## config.mk

```make
export PLATFORM = sky130hd
export DESIGN_NAME = ocf_clk_ctrl
export DESIGN_NICKNAME = d
export VERILOG_FILES = /design/src/hw/ocf_pkg.sv /design/src/hw/ocf_fs_if.sv /design/src/hw/ocf_clk_ctrl.sv /design/src/hw/ocf_nco.sv /design/src/hw/ocf_fsync_gen.sv
export VERILOG_INCLUDE_DIRS = /design/src /design/src/hw
export SDC_FILE = /design/constraint.sdc
export NUM_CORES = 1
export LEC_CHECK = 0
export ABC_AREA = 1
export BUFFER_PORTS_ARGS = -buffer_cell sky130_fd_sc_hd__clkbuf_2
export CORE_MARGIN = 2
export CORE_UTILIZATION = 35
export CTS_CLUSTER_DIAMETER = 50
export DETAILED_ROUTE_END_ITERATION = 8
export PLACE_DENSITY = 0.64
export SYNTH_ARGS = -nofsm -noshare
export SYNTH_HDL_FRONTEND = slang
export SYNTH_SLANG_ARGS = --single-unit
```

## constraint.sdc

```tcl
create_clock -name pclk -period 2.5 [get_ports pclk]
set_input_delay 0.25 -clock pclk [delete_from_list [all_inputs] [get_ports pclk]]
set_output_delay 0.25 -clock pclk [all_outputs]
set_load 0.1 [all_outputs]
```

## src/hw/ocf_params.svh

```systemverilog
// Purpose: constants of the output clock and frame sync control block
// Assumes: pclk at 200 MHz, path synthesis ticks at OCF_SYN_KHZ
// Notes:   offsets are byte addresses of aligned 32-bit words
`ifndef OCF_PARAMS_SVH
`define OCF_PARAMS_SVH

// ****************************************************************
// register offsets
// ****************************************************************
`define OCF_OFS_MCFG3     12'h000
`define OCF_OFS_MCFG4     12'h004
`define OCF_OFS_AUXCFG1   12'h008
`define OCF_OFS_OUTCFG4   12'h00c
`define OCF_OFS_FSCFG1    12'h010
`define OCF_OFS_STATUS    12'h014

// ****************************************************************
// field positions and reset values
// ****************************************************************
`define OCF_B_MAIN_RATE   0
`define OCF_B_PAIR_SRC    0
`define OCF_B_AUX_SQL     0
`define OCF_B_AUX_RATE    1
`define OCF_B_LINE_EN     0
`define OCF_B_S8K_EN      1
`define OCF_B_S2K_EN      2
`define OCF_B_S8K_PUL     0
`define OCF_B_S8K_INV     1
`define OCF_B_S2K_PUL     2
`define OCF_B_S2K_INV     3
`define OCF_RST_CFG       8'h00

// ****************************************************************
// timing
// ****************************************************************
`define OCF_SYN_KHZ       4096
`define OCF_CC_KHZ        64
`define OCF_DS1_KHZ       1544
`define OCF_E1_KHZ        2048
`define OCF_FR8K_US       125
`define OCF_FR2K_US       500
`define OCF_CC_DIV        (`OCF_SYN_KHZ / `OCF_CC_KHZ)
`define OCF_FR8K_TICKS    (`OCF_SYN_KHZ * `OCF_FR8K_US / 1000)
`define OCF_FR2K_TICKS    (`OCF_SYN_KHZ * `OCF_FR2K_US / 1000)
`define OCF_NCO_W         24

`endif

```

## src/hw/ocf_pkg.sv

```systemverilog
// Purpose: shared types of the output clock and frame sync control block
// Assumes: nothing beyond the params header
// Notes:   no constants here, they live in ocf_params.svh
package ocf_pkg;
  typedef logic [11:0] ocf_addr_t;
  typedef logic [31:0] ocf_word_t;
  typedef logic [7:0]  ocf_cfg_t;

  // frame pulse phase
  typedef enum logic [1:0] {
    OCF_FS_IDLE  = 2'b00,
    OCF_FS_ARMED = 2'b01,
    OCF_FS_LOW   = 2'b10
  } ocf_fs_state_t;
endpackage : ocf_pkg

```

## src/hw/ocf_fs_if.sv

```systemverilog
// Purpose: control and output bundle of one frame sync generator
// Assumes: all signals on pclk
// Notes:   gen side is the generator, ctl side the control top
`timescale 1ns/100ps
`default_nettype none
interface ocf_fs_if;
  logic tick;       // main path synthesis tick
  logic pwr_rise;   // rising edge of pulse width reference
  logic en;         // output enable bit
  logic pulse_mode; // frame pulse instead of square wave
  logic invert;     // polarity invert
  logic out;        // output level
  logic oe;         // output driven
  modport gen (input tick, pwr_rise, en, pulse_mode, invert, output out, oe);
  modport ctl (output tick, pwr_rise, en, pulse_mode, invert, input out, oe);
endinterface : ocf_fs_if
`default_nettype wire

```

## src/hw/ocf_clk_ctrl.sv

```systemverilog
// Purpose: composite clock, line rate clock and 8k/2k sync outputs
// Assumes: synthesis ticks from both paths, pulse width reference on pclk
// Notes:   APB slave with zero wait states once ce is high
//
// The implementer's own choices: register access over APB and the address map.
`timescale 1ns/100ps
`default_nettype none
`include "ocf_params.svh"
module ocf_clk_ctrl #(
  parameter int NCO_W = `OCF_NCO_W
) (
  input  wire logic              pclk,                      // system clock
  input  wire logic              presetn,                   // async reset, low
  input  wire logic              ce,                        // clock enable
  input  wire logic              psel,                      // apb select
  input  wire logic              penable,                   // apb access phase
  input  wire logic              pwrite,                    // apb write
  input  wire ocf_pkg::ocf_addr_t paddr,                    // apb byte address
  input  wire ocf_pkg::ocf_word_t pwdata,                   // apb write data
  output ocf_pkg::ocf_word_t     prdata,                    // apb read data
  output logic                   pready,                    // apb ready
  output logic                   pslverr,                   // apb error
  input  wire logic              main_syn_tick,             // main path synthesis tick
  input  wire logic              aux_syn_tick,              // aux path synthesis tick
  input  wire logic              aux_ref_valid,             // aux path has valid reference
  input  wire logic              pulse_width_ref_output,    // pulse width reference clock
  output logic                   composite_clock_output,    // 64k composite clock
  output logic                   composite_clock_output_oe, // composite driven
  output logic                   line_rate_output,          // DS1/E1 clock
  output logic                   line_rate_output_oe,       // line rate driven
  output logic                   sync8k_output,             // 8k clock or frame sync
  output logic                   sync8k_output_oe,          // 8k driven
  output logic                   sync2k_output,             // 2k clock or frame sync
  output logic                   sync2k_output_oe           // 2k driven
);
  import ocf_pkg::*;

  // ****************************************************************
  // state
  // ****************************************************************
  localparam logic [7:0] CC_HALF = 8'(`OCF_CC_DIV / 2 - 1);
  localparam logic [NCO_W-1:0] INC_DS1 =
    NCO_W'((64'(`OCF_DS1_KHZ) << NCO_W) / `OCF_SYN_KHZ);
  localparam logic [NCO_W-1:0] INC_E1 =
    NCO_W'((64'(`OCF_E1_KHZ) << NCO_W) / `OCF_SYN_KHZ);

  typedef struct packed {
    ocf_cfg_t  mcfg3;
    ocf_cfg_t  mcfg4;
    ocf_cfg_t  auxcfg1;
    ocf_cfg_t  outcfg4;
    ocf_cfg_t  fscfg1;
    ocf_word_t rdata;
    logic      rd_vld;
    logic [7:0] cc_cnt;
    logic      cc_lvl;
    logic      pwr_q;
    logic      cc_out;
    logic      cc_oe;
    logic      line_out;
    logic      line_oe;
  } ocf_st_t;

  ocf_st_t          st_ff;
  ocf_st_t          nxt_st;
  logic             pair_source_select;
  logic             aux_auto_squelch;
  logic             line_rate_out_enable;
  logic             aux_line_rate_select;
  logic             main_line_rate_select;
  logic             squelch;
  logic             src_tick;
  logic             rate_e1;
  logic [NCO_W-1:0] nco_inc;
  logic             nco_lvl;
  logic             wr_en;
  logic             mapped;

  ocf_fs_if fs8k ();
  ocf_fs_if fs2k ();

  // ****************************************************************
  // register decode
  // ****************************************************************
  function automatic logic ocf_is_mapped(input ocf_addr_t a);
    unique case (a)
      `OCF_OFS_MCFG3, `OCF_OFS_MCFG4, `OCF_OFS_AUXCFG1,
      `OCF_OFS_OUTCFG4, `OCF_OFS_FSCFG1, `OCF_OFS_STATUS: ocf_is_mapped = 1'b1;
      default: ocf_is_mapped = 1'b0;
    endcase
  endfunction : ocf_is_mapped

  // config fields used by the output logic
  assign pair_source_select    = st_ff.mcfg4[`OCF_B_PAIR_SRC];
  assign aux_auto_squelch      = st_ff.auxcfg1[`OCF_B_AUX_SQL];
  assign aux_line_rate_select  = st_ff.auxcfg1[`OCF_B_AUX_RATE];
  assign main_line_rate_select = st_ff.mcfg3[`OCF_B_MAIN_RATE];
  assign line_rate_out_enable  = st_ff.outcfg4[`OCF_B_LINE_EN];

  // apb handshake, ready only after read data was captured under ce
  assign mapped  = ocf_is_mapped(paddr);
  assign pready  = ce & st_ff.rd_vld;
  assign pslverr = pready & ~mapped;
  assign wr_en   = psel & penable & pready & pwrite & mapped;
  assign prdata  = st_ff.rdata;

  // ****************************************************************
  // source selection and squelch
  // ****************************************************************
  assign src_tick = pair_source_select ? main_syn_tick : aux_syn_tick;
  // squelch only ever applies while the pair follows the aux path
  assign squelch = ~pair_source_select & aux_auto_squelch & ~aux_ref_valid;
  assign rate_e1 = pair_source_select ? main_line_rate_select : aux_line_rate_select;
  assign nco_inc = rate_e1 ? INC_E1 : INC_DS1;

  ocf_nco #(
    .W (NCO_W)
  ) u_nco (
    .pclk    (pclk),
    .presetn (presetn),
    .ce      (ce),
    .tick    (src_tick),
    .inc     (nco_inc),
    .level   (nco_lvl)
  );

  // ****************************************************************
  // frame sync generators, both on the main path
  // ****************************************************************
  assign fs8k.tick       = main_syn_tick;
  assign fs8k.pwr_rise   = pulse_width_ref_output & ~st_ff.pwr_q;
  assign fs8k.en         = st_ff.outcfg4[`OCF_B_S8K_EN];
  assign fs8k.pulse_mode = st_ff.fscfg1[`OCF_B_S8K_PUL];
  assign fs8k.invert     = st_ff.fscfg1[`OCF_B_S8K_INV];
  assign fs2k.tick       = main_syn_tick;
  assign fs2k.pwr_rise   = pulse_width_ref_output & ~st_ff.pwr_q;
  assign fs2k.en         = st_ff.outcfg4[`OCF_B_S2K_EN];
  assign fs2k.pulse_mode = st_ff.fscfg1[`OCF_B_S2K_PUL];
  assign fs2k.invert     = st_ff.fscfg1[`OCF_B_S2K_INV];

  ocf_fsync_gen #(
    .FRAME_TICKS (`OCF_FR8K_TICKS)
  ) u_sync8k (
    .pclk    (pclk),
    .presetn (presetn),
    .ce      (ce),
    .fs      (fs8k.gen)
  );

  ocf_fsync_gen #(
    .FRAME_TICKS (`OCF_FR2K_TICKS)
  ) u_sync2k (
    .pclk    (pclk),
    .presetn (presetn),
    .ce      (ce),
    .fs      (fs2k.gen)
  );

  // ****************************************************************
  // next state
  // ****************************************************************
  always_comb begin
    nxt_st       = st_ff;
    nxt_st.pwr_q = pulse_width_ref_output;
    // register writes
    if (wr_en) begin
      unique case (paddr)
        `OCF_OFS_MCFG3:   nxt_st.mcfg3   = pwdata[7:0];
        `OCF_OFS_MCFG4:   nxt_st.mcfg4   = pwdata[7:0];
        `OCF_OFS_AUXCFG1: nxt_st.auxcfg1 = pwdata[7:0];
        `OCF_OFS_OUTCFG4: nxt_st.outcfg4 = pwdata[7:0];
        `OCF_OFS_FSCFG1:  nxt_st.fscfg1  = pwdata[7:0];
        default: begin
        end
      endcase
    end
    // read capture, status shows live output state
    nxt_st.rd_vld = psel & ~(penable & pready);
    nxt_st.rdata  = 32'h0000_0000;
    unique case (paddr)
      `OCF_OFS_MCFG3:   nxt_st.rdata[7:0] = st_ff.mcfg3;
      `OCF_OFS_MCFG4:   nxt_st.rdata[7:0] = st_ff.mcfg4;
      `OCF_OFS_AUXCFG1: nxt_st.rdata[7:0] = st_ff.auxcfg1;
      `OCF_OFS_OUTCFG4: nxt_st.rdata[7:0] = st_ff.outcfg4;
      `OCF_OFS_FSCFG1:  nxt_st.rdata[7:0] = st_ff.fscfg1;
      `OCF_OFS_STATUS:  nxt_st.rdata[7:0] = {2'b00, st_ff.cc_out, st_ff.line_out,
                                             fs8k.out, fs2k.out, aux_ref_valid, squelch};
      default: begin
      end
    endcase
    // composite clock: fixed divide of the source tick, no rate setting
    if (src_tick) begin
      if (st_ff.cc_cnt == CC_HALF) begin
        nxt_st.cc_cnt = 8'h00;
        nxt_st.cc_lvl = ~st_ff.cc_lvl;
      end else begin
        nxt_st.cc_cnt = st_ff.cc_cnt + 8'h01;
      end
    end
    nxt_st.cc_out   = st_ff.cc_lvl & ~squelch;
    nxt_st.cc_oe    = ~squelch;
    nxt_st.line_out = nco_lvl & line_rate_out_enable & ~squelch;
    nxt_st.line_oe  = line_rate_out_enable & ~squelch;
  end

  // all state frozen while ce is low
  always_ff @(posedge pclk or negedge presetn) begin
    if (!presetn) begin
      st_ff         <= '0;
      st_ff.mcfg3   <= `OCF_RST_CFG;
      st_ff.mcfg4   <= `OCF_RST_CFG;
      st_ff.auxcfg1 <= `OCF_RST_CFG;
      st_ff.outcfg4 <= `OCF_RST_CFG;
      st_ff.fscfg1  <= `OCF_RST_CFG;
    end else if (ce) begin
      st_ff <= nxt_st;
    end
  end

  // ****************************************************************
  // outputs
  // ****************************************************************
  assign composite_clock_output    = st_ff.cc_out;
  assign composite_clock_output_oe = st_ff.cc_oe;
  assign line_rate_output          = st_ff.line_out;
  assign line_rate_output_oe       = st_ff.line_oe;
  assign sync8k_output             = fs8k.out;
  assign sync8k_output_oe          = fs8k.oe;
  assign sync2k_output             = fs2k.out;
  assign sync2k_output_oe          = fs2k.oe;

  // ****************************************************************
  // checks
  // ****************************************************************
  a_src_main : assert property (@(posedge pclk) disable iff (!presetn)
    pair_source_select |-> (src_tick == main_syn_tick))
    else $error("pair not following main path");
  a_src_aux : assert property (@(posedge pclk) disable iff (!presetn)
    !pair_source_select |-> (src_tick == aux_syn_tick))
    else $error("pair not following aux path");
  a_squelch_both : assert property (@(posedge pclk) disable iff (!presetn)
    (ce && !pair_source_select && aux_auto_squelch && !aux_ref_valid)
    |=> (!composite_clock_output_oe && !line_rate_output_oe))
    else $error("pair not squelched without aux reference");
  a_cc_toggle : assert property (@(posedge pclk) disable iff (!presetn)
    (ce && src_tick && st_ff.cc_cnt == CC_HALF) |=> (st_ff.cc_lvl != $past(st_ff.cc_lvl)))
    else $error("composite clock missed its toggle");
  a_cc_hold : assert property (@(posedge pclk) disable iff (!presetn)
    (ce && !(src_tick && st_ff.cc_cnt == CC_HALF)) |=> $stable(st_ff.cc_lvl))
    else $error("composite clock toggled early");
  a_line_off : assert property (@(posedge pclk) disable iff (!presetn)
    (ce && !line_rate_out_enable) |=> (!line_rate_output_oe && !line_rate_output))
    else $error("line rate output driven while disabled");
  a_rate_pick : assert property (@(posedge pclk) disable iff (!presetn)
    (nco_inc == INC_E1) == (pair_source_select ? main_line_rate_select : aux_line_rate_select))
    else $error("wrong DS1/E1 rate source");
  a_apb_zero : assert property (@(posedge pclk) disable iff (!presetn)
    (ce && psel && !penable) ##1 (ce && psel && penable) |-> pready)
    else $error("apb access not ready after setup");

  // main sourced pair never squelches, whatever the aux reference does
  a_cc_main_on : assert property (@(posedge pclk) disable iff (!presetn)
    (ce && pair_source_select) |=> composite_clock_output_oe)
    else $error("pair squelched while on main path");
  // without auto squelch a lost aux reference leaves the pair running
  a_no_auto_sql : assert property (@(posedge pclk) disable iff (!presetn)
    (ce && !aux_auto_squelch) |=> composite_clock_output_oe)
    else $error("pair squelched with auto squelch off");
  // an enabled, unsquelched line output must be driven
  a_line_on : assert property (@(posedge pclk) disable iff (!presetn)
    (ce && line_rate_out_enable && !squelch) |=> line_rate_output_oe)
    else $error("line rate output not driven while enabled");
  // a refused write must not disturb the output control word
  a_wr_refused : assert property (@(posedge pclk) disable iff (!presetn)
    (ce && psel && penable && pready && !mapped) |=> $stable(st_ff.outcfg4))
    else $error("unmapped write changed a register");

  c_squelch : cover property (@(posedge pclk) disable iff (!presetn) squelch && ce);
  c_main_e1 : cover property (@(posedge pclk) disable iff (!presetn)
    pair_source_select && main_line_rate_select && line_rate_output_oe);
  c_wr : cover property (@(posedge pclk) disable iff (!presetn) wr_en);
endmodule : ocf_clk_ctrl
`default_nettype wire

```

## src/hw/ocf_nco.sv

```systemverilog
// Purpose: phase accumulator synthesis of the line rate clock
// Assumes: tick is a one-cycle strobe from the selected path
// Notes:   output is the accumulator top bit, jitter one tick
`timescale 1ns/100ps
`default_nettype none
`include "ocf_params.svh"
module ocf_nco #(
  parameter int W = `OCF_NCO_W
) (
  input  wire logic         pclk,    // system clock
  input  wire logic         presetn, // async reset, low
  input  wire logic         ce,      // clock enable
  input  wire logic         tick,    // synthesis tick
  input  wire logic [W-1:0] inc,     // phase step per tick
  output logic              level    // synthesized clock
);
  import ocf_pkg::*;

  typedef struct packed {
    logic [W-1:0] acc;
  } ocf_nco_st_t;

  ocf_nco_st_t st_ff;
  ocf_nco_st_t nxt_st;

  // accumulate on each tick, wrap is free
  always_comb begin
    nxt_st = st_ff;
    if (tick) begin
      nxt_st.acc = st_ff.acc + inc;
    end
  end

  always_ff @(posedge pclk or negedge presetn) begin
    if (!presetn) begin
      st_ff <= '0;
    end else if (ce) begin
      st_ff <= nxt_st;
    end
  end

  assign level = st_ff.acc[W-1];

  a_nco_step : assert property (@(posedge pclk) disable iff (!presetn)
    (ce && tick) |=> st_ff.acc == W'($past(st_ff.acc) + $past(inc)))
    else $error("nco did not advance by its step");
endmodule : ocf_nco
`default_nettype wire

```

## src/hw/ocf_fsync_gen.sv

```systemverilog
// Purpose: 8k or 2k square wave or frame pulse from the main path
// Assumes: pulse width reference runs well above the frame rate
// Notes:   pulse waits for the next reference rise, so it lags the frame edge
`timescale 1ns/100ps
`default_nettype none
`include "ocf_params.svh"
module ocf_fsync_gen #(
  parameter int FRAME_TICKS = `OCF_FR8K_TICKS
) (
  input  wire logic pclk,    // system clock
  input  wire logic presetn, // async reset, low
  input  wire logic ce,      // clock enable
  ocf_fs_if.gen     fs       // control and output bundle
);
  import ocf_pkg::*;

  typedef struct packed {
    logic [11:0]   cnt;
    ocf_fs_state_t ph;
    logic          out;
    logic          oe;
  } ocf_fs_st_t;

  localparam logic [11:0] LAST = 12'(FRAME_TICKS - 1);
  localparam logic [11:0] HALF = 12'(FRAME_TICKS / 2);

  ocf_fs_st_t st_ff;
  ocf_fs_st_t nxt_st;
  logic       raw;

  // frame counter, pulse phase and output shaping
  always_comb begin
    nxt_st = st_ff;
    raw    = 1'b0;
    if (fs.tick) begin
      nxt_st.cnt = (st_ff.cnt == LAST) ? 12'h000 : st_ff.cnt + 12'h001;
    end
    unique case (st_ff.ph)
      OCF_FS_IDLE: begin
        if (fs.tick && st_ff.cnt == LAST) begin
          nxt_st.ph = OCF_FS_ARMED;
        end
      end
      OCF_FS_ARMED: begin
        if (fs.pwr_rise) begin
          nxt_st.ph = OCF_FS_LOW;
        end
      end
      OCF_FS_LOW: begin
        if (fs.pwr_rise) begin
          nxt_st.ph = OCF_FS_IDLE;
        end
      end
      default: begin
        nxt_st.ph = OCF_FS_IDLE;
      end
    endcase
    if (!fs.pulse_mode) begin
      nxt_st.ph = OCF_FS_IDLE;
    end
    // square wave high first half of the frame, low second half; frame pulse low in OCF_FS_LOW
    if (fs.pulse_mode) begin
      raw = (nxt_st.ph != OCF_FS_LOW);
    end else begin
      raw = (nxt_st.cnt < HALF);
    end
    nxt_st.out = fs.en & (raw ^ fs.invert);
    nxt_st.oe  = fs.en;
  end

  always_ff @(posedge pclk or negedge presetn) begin
    if (!presetn) begin
      st_ff <= '0;
    end else if (ce) begin
      st_ff <= nxt_st;
    end
  end

  assign fs.out = st_ff.out;
  assign fs.oe  = st_ff.oe;

  a_sync_off : assert property (@(posedge pclk) disable iff (!presetn)
    (ce && !fs.en) |=> (!fs.oe && !fs.out))
    else $error("sync output driven while disabled");
  a_clk_half : assert property (@(posedge pclk) disable iff (!presetn)
    (ce && fs.en && !fs.pulse_mode && !fs.invert && !fs.tick && st_ff.cnt == HALF)
    |=> !fs.out)
    else $error("square wave not low in second half");
  a_pulse_end : assert property (@(posedge pclk) disable iff (!presetn)
    (ce && fs.pulse_mode && st_ff.ph == OCF_FS_LOW && fs.pwr_rise) |=> st_ff.ph == OCF_FS_IDLE)
    else $error("frame pulse longer than one reference period");
  a_pulse_align : assert property (@(posedge pclk) disable iff (!presetn)
    (ce && $rose(st_ff.ph == OCF_FS_LOW)) |-> $past(fs.pwr_rise))
    else $error("frame pulse not aligned to reference rise");
  a_pulse_pol : assert property (@(posedge pclk) disable iff (!presetn)
    (ce && fs.en && fs.pulse_mode && !fs.tick && st_ff.ph == OCF_FS_IDLE && !fs.pwr_rise)
    |=> fs.out == !fs.invert)
    else $error("frame sync idle level wrong");
  c_pulse : cover property (@(posedge pclk) disable iff (!presetn)
    fs.en && fs.pulse_mode && st_ff.ph == OCF_FS_LOW);
endmodule : ocf_fsync_gen
`default_nettype wire

```

==> results by group, run 1 <==
STA
  – Max Clk Rate: 489 MHz
  – TNS Setup: 0 ps
  – Headroom to the max-slew limit: 62.1%
  – Final min period: 2050 ps
  – RSZ-0062 raised after global routing: false
  – Count of final setup violators: 0
  – Tcrit/Tclk final: 81.9%
  – Setup Skew: 11.7 ps
  – Slew @ Worst Pin: 571 ps
  – Slew Limit Fails: 0
  – Final Hold Viols: 0

Job
  – Max cap viols: 0

Power
  – Leak Pwr: 3.12 nW
  – Power per Cell Area: 724 mW/mm^2
  – IR drop worst, VDD: 0.000387 V

Clock network
  – Setup bufs post-CTS: 0
  – CTS Sinks: 104
  – Later-pin clock latency in the skew report: 350 ps
  – CTS clk-pin slew, worst paths: 70 ps
  – H-Tree Depth: 3
  – CTS buffer count: 9
  – Post-cts sizing count: 0
  – CTS Hold Bufs: 1
  – CTS tree: yes
  – Clock buffer depth: 2
  – Root Driver: clkbuf_16

Global route
  – Initial antenna violation count: 0
  – Largest net degree at the start of global routing: 88
  – Number of global-route vias before repair: 4009
  – First-pass GRT wire length: 19600 um
  – Overflow after GRT: 0
  – GRT Overall Usage: 14.7%

Critical path
  – Crit path launch type: register
  – Data required, critical path: 2770 ps
  – CP dominant cell by count: nand2_1
  – Worst-path cell with the longest stage delay: dfrtp_1
  – CP endpoint kind: register
  – WP buf/inv: 0
  – Worst path top cell family by delay: flip-flops
  – Crit-path cells: mux2i_1 > ha_1 > ha_1 > nand2_1 > nor2_1 > nand2_1 > nand2_1 > a21oi_1 > xnor2_1 > o21ai_0
  – Worst path arrival time: 2320 ps
  – Crit Path Class: reg -> reg
  – CP max FO: 5
  – CP peak stage delay: 460 ps

Synth
  – EDFF count, synth: 0
  – Syn avg cell area: 8.14 sq um
  – Main synth FF type: dfrtp_1
  – Post-Syn Area: 0.00546 sq mm
  – Ys Warns: 0
  – #FFs+latches synth: 104
  – Top post-synthesis cells by area: dfrtp_1 (48%), nand2_1 (13%), nand3_1 (5.1%), buf_4 (4.5%), inv_1 (4.3%)
  – Post-Syn Instances: 671
  – Synth async-reset ratio: 100%
  – Post-synthesis sequential area ratio: 47.6%
  – Yosys top cell by area: dfrtp_1
  – Yosys top cell area share: 47.6%
  – Unique cell type count in the Yosys netlist: 39

Layout
  – Non-filler cells, final: 913
  – Inserted Diodes: 0
  – FF/Latch Area: 0.00260 sq mm
  – Area growth, synth to finish: 12.4%
  – Fin nets: 781
  – Fillers: 1551
  – Footprint of the multi-input gates: 0.00237 sq mm
  – Most common cell after layout, fill and taps aside: nand2_1
  – Fraction of final layout cells sized beyond drive strength 1: 15.2%
  – Final core utilization: 40.4%
  – Commonest non-fill, non-tap cells in the layout: nand2_1 (188), dfrtp_1 (104), inv_1 (63), nand3_1 (56), clkbuf_2 (46)

Outcome
  – Status: finished, final reports clean

Route
  – DRT Wirelength: 11800 um
  – Vias/cell: 4.78
  – WL per Instance: 12.9 um
  – Initial drt markers: 339
  – Drt first pass iters: 5
  – Total number of vias: 4366
  – DRC: 0
  – Post-route ant nets: 0

Place
  – I/O Buffers: 47
  – Routability congestion estimate: 0.802
  – Dpl cells: 896
  – Detail Placement HPWL: 8300 um

Floorplan
  – Die X: 129 um
  – Ports: 96
  – Die Y: 129 um
  – Floorplan core area: 0.0152 sq mm
  – Die area: 0.0166 sq mm
  – Initial Util: 35.9%
  – # rows: 45

Worst hold path
  – Tightest Hold Check Type: in -> reg
state kept, by name, summed over array words and instances, names as in the netlist, 8 cells and up:
| name | flops |
|---|---|
| st_ff | 40 |
| u_sync2k.st_ff | 14 |
| u_sync8k.st_ff | 14 |
| u_nco.st_ff | 9 |
| prdata | 8 |
kinds of logic (layout without fill, tap and decap cells):
kind of cell	Yosys count	after routing	synth area share [%]
and+or+nand+nor	331	331	26.6
buffers and inverters	113	144	10.6
DFF	104	104	47.6
AOI/OAI and AO/OA	95	95	10.3
xor gates and xnor gates	19	19	3.05
adders and majority gates	7	7	1.60
other	1	24	0.0686
muxes	1	1	0.183
synthesized netlist by cell type, types with 7 or more instances:
cell type / count
a21oi_1: 8
buf_4: 33
clkbuf_1: 7
dfrtp_1: 104
ha_1: 7
inv_1: 63
nand2_1: 188
nand3_1: 56
nand4_1: 12
nor2_1: 44
nor3_1: 11
o21ai_0: 44
o21ai_1: 19
o21ai_2: 13
xnor2_1: 10
xor2_1: 9
worst reg2reg max path, stage by stage, from the launching register on:
cell and delay, ps:
dfrtp_1 460, mux2i_1 380, ha_1 250, ha_1 190
nand2_1 60, nor2_1 150, nand2_1 90, nand2_1 70
a21oi_1 70, xnor2_1 120, o21ai_0 140
stage by stage:
step                setup WS (ps)  area, sq um  hold WS, ps  total power [mW]
floorplan                     189         5550        -45.6              2.76
global placement              524         5810          143              2.92
detailed placement            499         5810          143              2.93
CTS                           443         6140          185              4.47
global route                  258         6140          188              4.67
finish                        453         6140          188              4.44
per-layer routing:
metal	part of all wire (%)	global-route usage, %	vias up	wire length, um
li1	-	-	2209	-
met1	49	21.0	2052	5820
met2	45	22.8	94	5320
met3	4.5	3.37	11	532
met4	1.0	3.52	0	120
met5	0	0	-	0
final timing paths:
kind | startpoint | endpoint | slack [ps] | depth (start not counted)
worst max register to register | pair_source_select$_DFFE_PN0P_ | u_nco.st_ff[23]$_DFFE_PN0P_ | 450 | 10
worst min register to register | u_sync2k.fs.oe$_DFFE_PN0P_ | u_sync2k.fs.oe$_DFFE_PN0P_ | 470 | 2
max in group asynchronous | presetn | st_ff[76]$_DFFE_PN0P_ | 1470 | 3
worst min-delay path | psel | st_ff[14]$_DFFE_PN0P_ | 190 | 3
worst max-delay path | pair_source_select$_DFFE_PN0P_ | u_nco.st_ff[23]$_DFFE_PN0P_ | 450 | 10
min in group asynchronous | presetn | u_sync2k.st_ff[4]$_DFFE_PN0P_ | 310 | 2
cell type report:
cell class | instances | area share, %
Multi-Input combinational cell | 477 | 38.6
Timing Repair Buffer | 62 | 5.95
Inverter | 66 | 4.04
Tap cell | 188 | 3.83
Clock inverter | 5 | 1.45
Sequential cell | 104 | 42.4
Clock buffer | 11 | 3.79
report_power, final:
group | internal, mW | switching, mW | leakage, nW
Clock | 0.892 | 0.646 | 0.156
Sequential | 1.89 | 0.185 | 1.38
Combinational | 0.251 | 0.584 | 1.59
Total | 3.03 | 1.42 | 3.12
No activity file was read; power rests on OpenSTA's default activity.
==> inputs of run 2 (changes only) <==
--- a/config.mk
+++ b/config.mk
@@ -6,13 +6,13 @@
 export SDC_FILE = /design/constraint.sdc
 export NUM_CORES = 1
 export LEC_CHECK = 0
-export ABC_AREA = 1
+export ABC_AREA = 0
 export BUFFER_PORTS_ARGS = -buffer_cell sky130_fd_sc_hd__clkbuf_2
 export CORE_MARGIN = 2
 export CORE_UTILIZATION = 35
 export CTS_CLUSTER_DIAMETER = 50
 export DETAILED_ROUTE_END_ITERATION = 8
-export PLACE_DENSITY = 0.64
+export PLACE_DENSITY = 0.66
 export SYNTH_ARGS = -nofsm -noshare
 export SYNTH_HDL_FRONTEND = slang
 export SYNTH_SLANG_ARGS = --single-unit
==> constraint.sdc (replaced) <==
create_clock -name pclk -period 1.7 [get_ports pclk]
set_input_delay 0.17 -clock pclk [delete_from_list [all_inputs] [get_ports pclk]]
set_output_delay 0.17 -clock pclk [all_outputs]
set_load 0.1 [all_outputs]
==> results by group, run 2 <==
Route
  – Drt first pass iters: 5
  – DRC: 0
  – Initial drt markers: 252
  – DRT Wirelength: 12900 um
  – Post-route ant nets: 0
  – Total number of vias: 4140
  – WL per Instance: 16.0 um
  – Vias/cell: 5.14

Global route
  – Initial antenna violation count: 0
  – Overflow after GRT: 0
  – Number of global-route vias before repair: 4309
  – Met2 Usage GRT: 27.9%
  – First-pass GRT wire length: 20900 um
  – GR Util met3: 3.70%
  – GRT Overall Usage: 16.1%
  – Largest net degree at the start of global routing: 43
  – GRT busiest layer: met2
  – Met1 GRT Util: 19.6%

Synth
  – Yosys top cell by area: dfrtp_1
  – Syn avg cell area: 10.4 sq um
  – Top post-synthesis cells by area: dfrtp_1 (48%), mux2_2 (9.4%), buf_4 (4.4%), nand2_1 (4.2%), mux2i_1 (3.3%)
  – #FFs+latches synth: 104
  – Post-synthesis sequential area ratio: 48.0%
  – Synth async-reset ratio: 100%
  – Post-Syn Area: 0.00542 sq mm
  – Unique cell type count in the Yosys netlist: 53
  – Ys Warns: 0
  – Yosys top cell area share: 48.0%
  – Post-Syn Instances: 519
  – EDFF count, synth: 0
  – Commonest cells in the netlist: dfrtp_1 (104), nand2_1 (60), mux2_2 (45)
  – Most common cell in the synthesized netlist: dfrtp_1
  – Main synth FF type: dfrtp_1

STA
  – Final min period: 1970 ps
  – Tcrit/Tclk final: 116%
  – Final WS setup: -273 ps
  – Count of final setup violators: 44
  – Max Clk Rate: 507 MHz
  – Final Hold Viols: 0
  – Slew Limit Fails: 0
  – Slew @ Worst Pin: 599 ps
  – Setup Skew: 9.05 ps
  – Headroom to the max-slew limit: 60.1%
  – RSZ-0062 raised after global routing: true

Layout
  – Most common cell after layout, fill and taps aside: dfrtp_1
  – Fraction of final layout cells sized beyond drive strength 1: 34.3%
  – Commonest non-fill, non-tap cells in the layout: dfrtp_1 (104), buf_4 (59), nand2_1 (58), clkbuf_2 (44), o21ai_0 (26)
  – Max reg flops: 40
  – Regs by FF count: st_ff x40, u_sync2k.st_ff x14, u_sync8k.st_ff x14
  – Biggest register: st_ff
  – Inserted Diodes: 0
  – Fin nets: 674
  – Area growth, synth to finish: 26.1%

Power
  – Net Sw Frac: 32.2%
  – Power per Cell Area: 931 mW/mm^2
  – Internal Power: 4.31 mW
  – Switching power: 2.05 mW
  – Total Power: 6.36 mW
  – Clock power frac: 32.5%
  – IR drop worst, VDD: 0.000760 V
  – Logic pwr share: 19.9%
  – Register share of total power: 47.6%
  – Leak Pwr: 3.17 nW

Outcome
  – Failing checks: negative setup slack
  – Status: finished, violations left

Critical path
  – Reg2reg setup slack: -270 ps
  – CP endpoint kind: register
  – Crit Path Class: reg -> reg
  – Crit-path cells: nand2_2 > or4_4 > nor4b_4 > buf_6 > mux2_2
  – Data required, critical path: 1950 ps
  – Worst path arrival time: 2220 ps
  – Worst-path cell with the longest stage delay: or4_4
  – CP max FO: 6
  – CP peak stage delay: 570 ps
  – Crit path launch type: register
  – Critical path origin: st_ff[14]$_DFFE_PN0P_
  – Reg2Reg Launch Point: st_ff[14]$_DFFE_PN0P_

Floorplan
  – Die X: 128 um
  – Floorplan core area: 0.0151 sq mm
  – Ports: 96
  – Die Y: 128 um
  – Die area: 0.0165 sq mm
  – Initial Util: 35.8%
  – # rows: 45

Clock network
  – Root Driver: clkbuf_16
  – H-Tree Depth: 3
  – CTS tree: yes
  – Later-pin clock latency in the skew report: 360 ps
  – Clock buffer depth: 2
  – CTS buffer count: 9
  – CTS Sinks: 104
  – CTS clk-pin slew, worst paths: 80 ps

Place
  – Setup Slack @ Placement: -479 ps
  – Routability congestion estimate: 0.835
  – Detail Placement HPWL: 9310 um
  – I/O Buffers: 47

Worst hold path
  – Tightest Hold Check Type: in -> reg
  – Worst Min Path Start: pulse_width_ref_output

Job
  – Max cap viols: 0
==> run 2: changes by cell type in the layout (fill, tap and decap cells not counted), moves of 13 or more <==
cell,change
nand2_1,-130
buf_4,+45
inv_1,-44
nand3_1,-40
nor2_1,-24
mux2_2,+23
mux2_4,+22
o21ai_0,-18
mux2i_1,+16
o21ai_1,-16
o21ai_2,-13
==> run 2: kinds of logic (layout without fill, tap and decap cells) <==
logic type	Yosys count	after routing	share of synthesized area [%]
AND/OR/NAND/NOR	168	168	16.6
flip-flops	104	104	48.0
AO/OA/AOI/OAI	72	72	8.18
buffers and inverters	72	148	7.37
multiplexers	64	64	13.1
XOR/XNOR	31	31	5.01
adder cells (fa/ha/maj)	7	7	1.62
other	1	24	0.0692
==> run 2: repair_timing <==
| item | CTS | global route |
|---|---|---|
| hold buffers | 1 | 0 |
| setup buffers | 4 | 5 |
| endpoints found under the setup margin | 49 | 56 |
| hold endpoints to repair | 38 | 0 |
| pin swaps | 12 | 18 |
| resized for setup | 41 | 27 |
==> run 2: layer usage <==
layer	vias to the layer above	share of wire [%]
met2	111	51
li1	1955	-
met4	0	2.5
met3	25	3.9
met1	2049	43
met5	-	0
==> run 2: power by group through the flow <==
| stage | Clock (mW) | Sequential (mW) | Combinational [mW] |
|---|---|---|---|
| detailed placement | 0 | 3.01 | 1.12 |
| CTS | 2.12 | 3.00 | 1.21 |
| global route | 2.24 | 3.07 | 1.39 |
| global placement | 0 | 3.00 | 1.08 |
| floorplan | 0 | 2.98 | 0.770 |
| finish | 2.07 | 3.02 | 1.27 |
==> run 2: path summary, 6_finish.rpt <==
| check | end | depth (start not counted) |
|---|---|---|
| setup / recovery | pair_source_select$_DFFE_PN0P_ | 5 |
| hold / removal | st_ff[4]$_DFFE_PN0P_ | 2 |
| setup reg to reg | pair_source_select$_DFFE_PN0P_ | 5 |
| hold reg to reg | st_ff[10]$_DFFE_PN0P_ | 1 |
| max in group asynchronous | u_sync8k.fs.oe$_DFFE_PN0P_ | 3 |
| min in group asynchronous | u_nco.st_ff[18]$_DFFE_PN0P_ | 2 |
==> run 2: metrics by stage <==
step / std cells / hold WS [ps] / utilization (%) / area [sq um] / TNS (ps)
after floorplan: 542 / -126 / - / 5540 / -13070
after global placement: 780 / 203 / 40.6 / 6150 / -16450
after detailed placement: 780 / 213 / 40.6 / 6150 / -17320
after CTS: 801 / 84.1 / 44.0 / 6670 / -8840
after global routing: 806 / 102 / 45.1 / 6830 / -11930
final: 806 / 99.4 / 45.1 / 6830 / -8780
==> run 2: worst max-delay path, delay by kind of cell (launching register included) <==
family                 cells  cell delay (ps)
DFF                        1              390
muxes                      1              330
buffers and inverters      1              180
and+or+nand+nor            3              960
==> run 2: area by class of cell <==
| cell class | count | area, sq um |
|---|---|---|
| tap | 188 | 235 |
| inverter | 19 | 71.3 |
| sequential | 104 | 2600 |
| timing repair buffer | 113 | 810 |
| clock buffer | 10 | 239 |
| clock inverter | 6 | 61.3 |
| multi-input combinational | 366 | 2810 |
| fill | 1383 | 8320 |
